--- src/core/mvw_store_defines.vh ---
// Purpose: shared constants for the multi-vector word store decoder
// Assumes: included by the decode and address generation file by bare name
// Notes:   definitions only
`ifndef MVW_STORE_DEFINES_VH
`define MVW_STORE_DEFINES_VH

`define MVW_ELEM_BITS        32
`define MVW_BYTE_BITS        8
`define MVW_ELEM_BYTES       4'h4
`define MVW_ELEM_SHIFT       5
`define MVW_SP_INDEX         5'h1F
`define MVW_SP_ALIGN_MASK    64'h000000000000000F
`define MVW_PRED_BANK_HIGH   1'b1
`define MVW_STRIDE_TWO       5'h08
`define MVW_STRIDE_FOUR      5'h04
`define MVW_CHECK_SP_NONE    1'b1
`define MVW_FIFO_DEPTH       8
`define MVW_FIFO_ADDR_BITS   3
`define MVW_FIFO_WIDTH       97
`define MVW_VL_BITS          12

`endif

--- src/core/mvw_store_fifo.v ---
// Purpose: store transaction buffer between decoder and memory side
// Assumes: one clock, synchronous active-low reset
// Notes:   first-word fall-through; full and empty are exact
`timescale 1ns/1ps
module mvw_store_fifo #(
  parameter WIDTH = 97,
  parameter DEPTH = 8,
  parameter AW    = 3
) (
  // clock and reset
  input  wire             i_clock,
  input  wire             i_rst_b,
  // fill side
  input  wire             i_in_valid,
  output wire             o_in_ready,
  input  wire [WIDTH-1:0] i_in_data,
  // drain side
  output wire             o_out_valid,
  input  wire             i_out_ready,
  output wire [WIDTH-1:0] o_out_data
);
  reg [WIDTH-1:0] store_mem [0:DEPTH-1];
  reg [AW-1:0]    wr_ptr;
  reg [AW-1:0]    rd_ptr;
  reg [AW:0]      fill;
  wire            push;
  wire            pop;

  assign o_in_ready  = (fill != DEPTH[AW:0]);
  assign o_out_valid = (fill != {(AW+1){1'b0}});
  assign o_out_data  = store_mem[rd_ptr];
  assign push        = i_in_valid && o_in_ready;
  assign pop         = o_out_valid && i_out_ready;

  always @(posedge i_clock) begin
    if (push) begin
      store_mem[wr_ptr] <= i_in_data;
    end
  end

  always @(posedge i_clock) begin
    if (!i_rst_b) begin
      wr_ptr <= {AW{1'b0}};
      rd_ptr <= {AW{1'b0}};
      fill   <= {(AW+1){1'b0}};
    end else begin
      if (push) begin
        wr_ptr <= wr_ptr + {{(AW-1){1'b0}}, 1'b1};
      end
      if (pop) begin
        rd_ptr <= rd_ptr + {{(AW-1){1'b0}}, 1'b1};
      end
      if (push && !pop) begin
        fill <= fill + {{AW{1'b0}}, 1'b1};
      end else if (pop && !push) begin
        fill <= fill - {{AW{1'b0}}, 1'b1};
      end
    end
  end
endmodule

--- src/core/mvw_multi_vector_word_store_agu.v ---
// Purpose: decode and address generation for the multi_vector_word_store
//          forms: two or four vectors, consecutive or strided groups,
//          immediate or scalar index, predicate-as-counter masking
// Assumes: register file read ports answer combinationally in the cycle
//          the index is presented; inputs share i_clock
// Notes:   stores leave through an 8-entry buffer
`timescale 1ns/1ps
`include "mvw_store_defines.vh"
module mvw_multi_vector_word_store_agu (
  // clock and reset
  input  wire        i_clock,
  input  wire        i_rst_b,
  // instruction issue
  input  wire        i_issue_valid,
  output wire        o_issue_ready,
  input  wire        i_four_regs,
  input  wire        i_strided,
  input  wire        i_scalar_index,
  input  wire [3:0]  i_vector_register_field,
  input  wire        i_stride_high,
  input  wire [2:0]  i_counter_predicate_field,
  input  wire [4:0]  i_base_register_field,
  input  wire [4:0]  i_offset_register_field,
  input  wire [3:0]  i_vector_offset_immediate,
  // processor state
  input  wire        i_streaming_enabled,
  input  wire [11:0] i_vector_length,
  input  wire [63:0] i_stack_pointer,
  // general-purpose register read ports
  output wire [4:0]  o_base_read_index,
  input  wire [63:0] i_base_read_data,
  output wire [4:0]  o_offset_read_index,
  input  wire [63:0] i_offset_read_data,
  // predicate register read port
  output wire [3:0]  o_pred_read_index,
  input  wire [15:0] i_pred_read_data,
  // vector register element read port
  output wire [4:0]  o_vec_read_index,
  output wire [5:0]  o_vec_read_element,
  input  wire [31:0] i_vec_read_data,
  // store transactions to memory
  output wire        o_store_valid,
  input  wire        i_store_ready,
  output wire [63:0] o_store_addr,
  output wire [31:0] o_store_data,
  output wire        o_store_tag_checked,
  output wire [3:0]  o_store_size_bytes,
  output wire        o_store_contiguous,
  output wire        o_store_nontemporal,
  // status
  output wire        o_busy,
  output reg         o_done,
  output reg         o_fault_not_streaming,
  output reg         o_fault_sp_align,
  output reg  [7:0]  o_decoded_vector_offset
);
  localparam ST_IDLE  = 3'b001;
  localparam ST_CHECK = 3'b010;
  localparam ST_RUN   = 3'b100;

  reg  [2:0]  state;
  reg  [2:0]  next_state;

  // instruction held for the whole operation
  reg         four_regs;
  reg         strided;
  reg         scalar_index;
  reg  [3:0]  vfield;
  reg         stride_high;
  reg  [2:0]  pfield;
  reg  [4:0]  nfield;
  reg  [4:0]  mfield;
  reg  [3:0]  imm;
  reg  [6:0]  elems;

  // expanded predicate and walk state
  reg  [1:0]  mask_shift;
  reg  [10:0] mask_count;
  reg  [10:0] mask_first;
  reg         mask_invert;
  reg         mask_none;
  reg  [8:0]  total;
  reg  [8:0]  gidx;
  reg  [6:0]  eidx;
  reg  [1:0]  ridx;
  reg  [63:0] base;
  reg  [63:0] index;
  reg         tag_checked;

  wire        issue;
  wire        base_is_sp;
  wire [1:0]  pred_shift;
  wire [2:0]  pred_shift_p1;
  wire [14:0] pred_count;
  wire        pred_zero;
  wire [8:0]  total_now;
  wire [10:0] total_pe;
  wire [10:0] cap_count;
  wire [10:0] last_pe;
  wire        any_active;
  wire        sp_misaligned;
  wire [63:0] imm_sx;
  wire [63:0] imm_group;
  wire [63:0] imm_start;
  wire [4:0]  first_reg;
  wire [4:0]  reg_step;
  wire [10:0] elem_pe;
  wire        elem_active;
  wire        fifo_in_ready;
  wire        push;
  wire        advance;
  wire        last_elem;
  wire [63:0] elem_addr;
  wire [96:0] fifo_in;
  wire [96:0] fifo_out;

  assign issue         = i_issue_valid && (state == ST_IDLE);
  assign o_issue_ready = (state == ST_IDLE);
  assign o_busy        = (state != ST_IDLE);

  // read ports steered by the held fields
  assign base_is_sp          = (nfield == `MVW_SP_INDEX);
  assign o_base_read_index   = nfield;
  assign o_offset_read_index = mfield;
  assign o_pred_read_index   = {`MVW_PRED_BANK_HIGH, pfield};

  // counter decode: lowest set bit of 3:0 gives the element size
  assign pred_shift = i_pred_read_data[0] ? 2'h0 :
                      i_pred_read_data[1] ? 2'h1 :
                      i_pred_read_data[2] ? 2'h2 : 2'h3;
  assign pred_shift_p1 = {1'b0, pred_shift} + 3'h1;
  assign pred_count    = i_pred_read_data[14:0] >> pred_shift_p1;
  assign pred_zero     = (i_pred_read_data[3:0] == 4'h0);

  // group size in words, and in predicate elements
  assign total_now = four_regs ? {elems, 2'b00}
                               : {1'b0, elems, 1'b0};
  assign total_pe  = {total_now, 2'b00} >> pred_shift;
  assign cap_count = (pred_count > {4'h0, total_pe}) ? total_pe
                                                     : pred_count[10:0];
  assign last_pe   = {total_now - 9'h001, 2'b00} >> pred_shift;
  // inverted counters light the top of the group, plain ones the bottom
  assign any_active = !pred_zero &&
                      (i_pred_read_data[15] ?
                       (last_pe >= total_pe - cap_count) :
                       (cap_count != 11'h000));
  assign sp_misaligned =
    ((i_stack_pointer & `MVW_SP_ALIGN_MASK) != 64'h0);

  // immediate scaled by group size, independent of the mask
  assign imm_sx    = {{60{imm[3]}}, imm};
  assign imm_group = four_regs ? {imm_sx[61:0], 2'b00}
                               : {imm_sx[62:0], 1'b0};
  assign imm_start = imm_group * {57'h0, elems};

  // register numbering per grouping
  assign first_reg =
    strided ? (four_regs ? {stride_high, 2'b00, vfield[1:0]}
                         : {stride_high, 1'b0, vfield[2:0]})
            : (four_regs ? {vfield[2:0], 2'b00}
                         : {vfield, 1'b0});
  assign reg_step =
    strided ? (four_regs ? {1'b0, ridx, 2'b00}
                         : {ridx, 3'b000})
            : {3'b000, ridx};
  assign o_vec_read_index   = first_reg + reg_step;
  assign o_vec_read_element = eidx[5:0];

  // per-element predicate test at word granularity
  assign elem_pe     = {gidx, 2'b00} >> mask_shift;
  assign elem_active = !mask_none &&
                       (mask_invert ? (elem_pe >= mask_first)
                                    : (elem_pe < mask_count));

  assign push      = (state == ST_RUN) && elem_active;
  assign advance   = (state == ST_RUN) && (!elem_active || fifo_in_ready);
  assign last_elem = (gidx == total - 9'h001);
  assign elem_addr = base + {index[61:0], 2'b00};
  assign fifo_in   = {tag_checked, elem_addr, i_vec_read_data};

  always @* begin
    next_state = state;
    case (state)
      ST_IDLE: begin
        if (issue && i_streaming_enabled) begin
          next_state = ST_CHECK;
        end
      end
      ST_CHECK: begin
        if (base_is_sp && sp_misaligned &&
            (any_active || `MVW_CHECK_SP_NONE)) begin
          next_state = ST_IDLE;
        end else if (!any_active) begin
          next_state = ST_IDLE;
        end else begin
          next_state = ST_RUN;
        end
      end
      ST_RUN: begin
        if (advance && last_elem) begin
          next_state = ST_IDLE;
        end
      end
      default: begin
        next_state = ST_IDLE;
      end
    endcase
  end

  always @(posedge i_clock) begin
    if (!i_rst_b) begin
      state <= ST_IDLE;
    end else begin
      state <= next_state;
    end
  end

  // capture the instruction on issue
  always @(posedge i_clock) begin
    if (!i_rst_b) begin
      four_regs               <= 1'b0;
      strided                 <= 1'b0;
      scalar_index            <= 1'b0;
      vfield                  <= 4'h0;
      stride_high             <= 1'b0;
      pfield                  <= 3'h0;
      nfield                  <= 5'h00;
      mfield                  <= 5'h00;
      imm                     <= 4'h0;
      elems                   <= 7'h00;
      o_decoded_vector_offset <= 8'h00;
    end else if (issue) begin
      four_regs    <= i_four_regs;
      strided      <= i_strided;
      scalar_index <= i_scalar_index;
      vfield       <= i_vector_register_field;
      stride_high  <= i_stride_high;
      pfield       <= i_counter_predicate_field;
      nfield       <= i_base_register_field;
      mfield       <= i_offset_register_field;
      // scalar forms ignore the immediate; default offset is zero
      imm          <= i_scalar_index ? 4'h0 : i_vector_offset_immediate;
      elems        <= i_vector_length[`MVW_VL_BITS-1:`MVW_ELEM_SHIFT];
      if (i_scalar_index) begin
        o_decoded_vector_offset <= 8'h00;
      end else if (i_four_regs) begin
        o_decoded_vector_offset <= {{2{i_vector_offset_immediate[3]}},
                                    i_vector_offset_immediate, 2'b00};
      end else begin
        o_decoded_vector_offset <= {{3{i_vector_offset_immediate[3]}},
                                    i_vector_offset_immediate, 1'b0};
      end
    end
  end

  // predicate expansion, base and start index latched once
  always @(posedge i_clock) begin
    if (!i_rst_b) begin
      mask_shift  <= 2'h0;
      mask_count  <= 11'h000;
      mask_first  <= 11'h000;
      mask_invert <= 1'b0;
      mask_none   <= 1'b1;
      total       <= 9'h000;
      base        <= 64'h0;
      tag_checked <= 1'b0;
    end else if (state == ST_CHECK) begin
      mask_shift  <= pred_shift;
      mask_count  <= cap_count;
      mask_first  <= total_pe - cap_count;
      mask_invert <= i_pred_read_data[15];
      mask_none   <= pred_zero;
      total       <= total_now;
      base        <= base_is_sp ? i_stack_pointer
                                : i_base_read_data;
      tag_checked <= scalar_index || !base_is_sp;
    end
  end

  // element walk: registers ascending, elements ascending within each
  always @(posedge i_clock) begin
    if (!i_rst_b) begin
      gidx  <= 9'h000;
      eidx  <= 7'h00;
      ridx  <= 2'h0;
      index <= 64'h0;
    end else if (state == ST_CHECK) begin
      gidx  <= 9'h000;
      eidx  <= 7'h00;
      ridx  <= 2'h0;
      // only the local copy steps; the offset register is never written
      index <= scalar_index ? i_offset_read_data : imm_start;
    end else if (advance) begin
      gidx  <= gidx + 9'h001;
      index <= index + 64'h1;
      if (eidx == elems - 7'h01) begin
        eidx <= 7'h00;
        ridx <= ridx + 2'h1;
      end else begin
        eidx <= eidx + 7'h01;
      end
    end
  end

  // one-cycle status pulses
  always @(posedge i_clock) begin
    if (!i_rst_b) begin
      o_done                <= 1'b0;
      o_fault_not_streaming <= 1'b0;
      o_fault_sp_align      <= 1'b0;
    end else begin
      o_fault_not_streaming <= issue && !i_streaming_enabled;
      o_fault_sp_align      <= (state == ST_CHECK) && base_is_sp &&
                               sp_misaligned &&
                               (any_active || `MVW_CHECK_SP_NONE);
      o_done <= ((state == ST_CHECK) && !any_active &&
                 !(base_is_sp && sp_misaligned)) ||
                (advance && last_elem);
    end
  end

  // buffer decouples the walk from memory back-pressure
  mvw_store_fifo #(
    .WIDTH (`MVW_FIFO_WIDTH),
    .DEPTH (`MVW_FIFO_DEPTH),
    .AW    (`MVW_FIFO_ADDR_BITS)
  ) u_store_fifo (
    .i_clock     (i_clock),
    .i_rst_b     (i_rst_b),
    .i_in_valid  (push),
    .o_in_ready  (fifo_in_ready),
    .i_in_data   (fifo_in),
    .o_out_valid (o_store_valid),
    .i_out_ready (i_store_ready),
    .o_out_data  (fifo_out)
  );

  assign o_store_data        = fifo_out[31:0];
  assign o_store_addr        = fifo_out[95:32];
  assign o_store_tag_checked = fifo_out[96];
  assign o_store_size_bytes  = `MVW_ELEM_BYTES;
  assign o_store_contiguous  = 1'b1;
  assign o_store_nontemporal = 1'b0;
endmodule

--- config.mk ---
export PLATFORM = sky130hd
export DESIGN_NAME = mvw_multi_vector_word_store_agu
export DESIGN_NICKNAME = d
export VERILOG_FILES = /design/src/core/mvw_store_fifo.v /design/src/core/mvw_multi_vector_word_store_agu.v
export VERILOG_INCLUDE_DIRS = /design/src /design/src/core
export SDC_FILE = /design/constraint.sdc
export NUM_CORES = 2
export LEC_CHECK = 0
export BUFFER_PORTS_ARGS = -buffer_cell sky130_fd_sc_hd__buf_4
export CELL_PAD_IN_SITES_DETAIL_PLACEMENT = 2
export CELL_PAD_IN_SITES_GLOBAL_PLACEMENT = 2
export CORE_MARGIN = 3
export CORE_UTILIZATION = 30
export DETAILED_ROUTE_END_ITERATION = 8
export MAX_ROUTING_LAYER = met4
export PLACE_DENSITY = 0.67
export REMOVE_ABC_BUFFERS = 1
export SYNTH_ARGS = -nofsm -noshare
export SYNTH_HDL_FRONTEND = slang
export SYNTH_HIERARCHICAL = 1
export SYNTH_SLANG_ARGS = --single-unit
--- constraint.sdc ---
create_clock -name i_clock -period 17.55 [get_ports i_clock]
set_clock_uncertainty 0.2 [all_clocks]
set_input_delay 0 -clock i_clock [delete_from_list [all_inputs] [get_ports i_clock]]
set_output_delay 0 -clock i_clock [all_outputs]
set_load 0.005 [all_outputs]
==> metrics.txt <==
GR Util All Layers=20.9%; switching power=1.58 mW; Startpoint Class=register; Syn Area/Cell=13.3 um^2; clock slew at reported path FFs=0.06 ns; Worst path max stage delay=0.64 ns; crit share post-route=51.3%; area of the multi-input gates=19300 um^2; Vias=34500; clock root cell=clkbuf_16; Nets=4931; Synth cell types=83; Synth area leader=edfxtp_1; Worst-Margin Slew=1.09 ns; die area=167000 um^2; FF+latch area=28000 um^2; Leakage=22.9 nW; top post-synthesis cells by count=edfxtp_1, nand2_1, dfxtp_1, nor2_1, a21oi_1; routability congestion estimate=0.833; Die Y=409 um; H-tree depth=3; CTS tree=built; post-DP HPWL=109000 um; Worst Hold Class=input port to register; outcome=complete, no violations; Pre-antenna DRT Iters=5; Die W=409 um; Synth Flop Type=edfxtp_1; setup TNS=0 ns; core region area=161000 um^2; Hold Violations, Final=0; maxcap violations=0; First DRT Iteration DRCs=1975; number of global-route vias before repair=38500; I/O Buffers=408; Area Growth Syn to Fin=28.4%; number of synthesized flops with an enable pin=776; row count=147; Worst Path Required=17.97 ns; antenna-violating nets left=0; fin crit period=9.00 ns; Comb power frac=16.1%; P_int=4.59 mW; initial antenna violation count=15; delay-heaviest family, CP=compound AO/OA/AOI/OAI gates; fillers=16300; Congestion Overflow GR=0; synthesis warning total=6; count leader, synth=edfxtp_1; Arr. time, crit path=9.42 ns; top post-synthesis cells by area=edfxtp_1, dfxtp_1, mux4_2; mapped cell area=48700 um^2; Setup violations, final=0; sw frac=25.5%; clock sink count=1010; Final Max Tran Viols=0; CTS Buf Count=114; sequential power share=42.6%; slowest CP cell=a211oi_1; initial core utilization=30.3%; per-cell routed wire length=25.5 um; #FFs+latches synth=1010; sequential-to-total area share from yosys stat=57.5%; # DRC=0; vias per inst=5.12; Post-synth ARST share=0%; RSZ-0062 raised after global routing=no; Ports=424; top-area cell type share of the netlist area=47.9%; drt total wl=172000 um; Clock power frac=41.3%; fmax=111 MHz; peak supply drop=92.5 uV; WHS=0.0344 ns; Rel. slew slack=27.1%; first-pass GRT wire length=258000 um; critical path class=register to register; largest net degree at the start of global routing=98; share of layout cells above drive strength 1=21.8%; CP Buf/Inv Count=4; Worst-Skew Late Latency=0.76 ns; CP Capture Type=register; post-synthesis instance total=3658; Critical Path Fanout Max=37; CTS max path bufs=3; Pwr Density=98.7 nW/um^2; Post-CTS Resized=0
final cells by class:
| type | instances | share of cell area, % |
|---|---|---|
| Antenna cell | 10 | 0.0400 |
| Clock buffer | 153 | 5.05 |
| Clock inverter | 62 | 1.37 |
| Inverter | 120 | 0.728 |
| Multi-Input combinational cell | 2313 | 30.9 |
| Sequential cell | 1010 | 44.8 |
| Tap cell | 2160 | 4.32 |
| Timing Repair Buffer | 912 | 12.8 |
power groups by stage:
stage | sequential (mW) | clock [mW] | combinational (mW)
global route | 2.63 | 2.71 | 1.08
finish | 2.63 | 2.55 | 0.996
floorplan | 2.73 | 0 | 0.618
global placement | 2.68 | 0 | 0.899
CTS | 2.63 | 2.61 | 1.01
detailed placement | 2.68 | 0 | 0.919
worst paths after layout:
| path | depth (start not counted) | start | end | slack [ns] |
|---|---|---|---|---|
| setup / recovery | 33 | four_regs | state[2] | 8.55 |
| setup reg to reg | 33 | four_regs | state[2] | 8.55 |
| hold reg to reg | 2 | o_offset_read_index[3] | o_offset_read_index[3] | 0.26 |
| hold / removal | 4 | i_base_read_data[42] | base[42] | 0.03 |
flip-flops by register name, indices dropped and copies added (netlist names), 2 cells and up, named ones only:
| signal | count |
|---|---|
| u_store_fifo/rd_ptr | 3 |
| mask_shift | 2 |
| pfield | 3 |
| vfield | 4 |
| u_store_fifo/fill | 4 |
| u_store_fifo/wr_ptr | 3 |
| base | 64 |
| state | 3 |
| eidx | 7 |
| o_base_read_index | 5 |
| total | 8 |
| mask_first | 11 |
| o_offset_read_index | 5 |
| gidx | 9 |
| imm | 3 |
| mask_count | 11 |
| ridx | 2 |
| elems | 7 |
| index | 62 |
| o_decoded_vector_offset | 5 |
| u_store_fifo/store_mem | 776 |
worst register-to-register path: cells and delay by family (launching register included):
kind,cells,cell delay (ns)
xor gates and xnor gates,1,0.33
and+or+nand+nor,7,1.28
DFF,1,0.30
buffers and inverters,4,0.78
adders and majority gates,4,1.16
AOI/OAI and AO/OA,15,4.23
muxes,2,0.65
cells by family (layout without fill, tap and decap cells):
| family | count (synthesis) | in the layout | synth area share [%] |
|---|---|---|---|
| other | 2 | 19 | 0.0154 |
| muxes | 428 | 428 | 14.2 |
| adders and majority gates | 179 | 179 | 4.90 |
| DFF | 1010 | 1010 | 57.5 |
| and+or+nand+nor | 864 | 864 | 8.48 |
| buffers and inverters | 342 | 1247 | 3.15 |
| xor gates and xnor gates | 143 | 143 | 2.57 |
| AOI/OAI and AO/OA | 690 | 690 | 9.25 |
metrics by stage:
stage	worst slack, ns	util, %	instance area [um^2]	instances	power [mW]
6_report	8.55	38.9	62500	6740	6.17
4_1_cts	8.45	38.8	62500	6730	6.24
2_1_floorplan	4.64	-	47600	3443	3.35
3_3_place_gp	8.57	33.5	53900	6061	3.58
5_1_grt	7.91	38.8	62500	6737	6.42
3_5_place_dp	8.46	33.5	53900	6061	3.60
cells in the final DEF (no fill, tap or decap), drive strengths merged, types with 16 or more instances in the layout:
cell type    synthesis  final
nand3               84     84
dfxtp              234    234
nor2               234    234
and3                27     27
a211oi             107    107
edfxtp             776    776
mux4               197    197
nand2b              27     27
a21oi              224    224
dlygate4sd3          0    454
nand2              254    254
clkinv               1     37
nor2b               36     36
ha                 158    158
o21ai              105    105
clkbuf             141    153
xor2                58     58
xnor2               85     85
nor3                48     48
a21o                59     59
mux2               115    115
o211ai              24     24
mux2i              116    116
and2                36     36
fa                  20     20
inv                119    122
buf                 81    458
o21a                16     16
nand4               32     32
layer usage:
metal	up-vias	GRT usage, %	share of wire [%]
met5	-	-	0
met4	0	3.62	1.5
met3	160	2.67	3.9
met2	721	36.0	51
met1	18000	26.7	43
li1	15600	-	-
what timing repair did:
item,CTS,global route
endpoints found under the hold margin,455,0
hold buffers,454,0
setup buffers,0,0
Power figures use the tool's default switching activity.
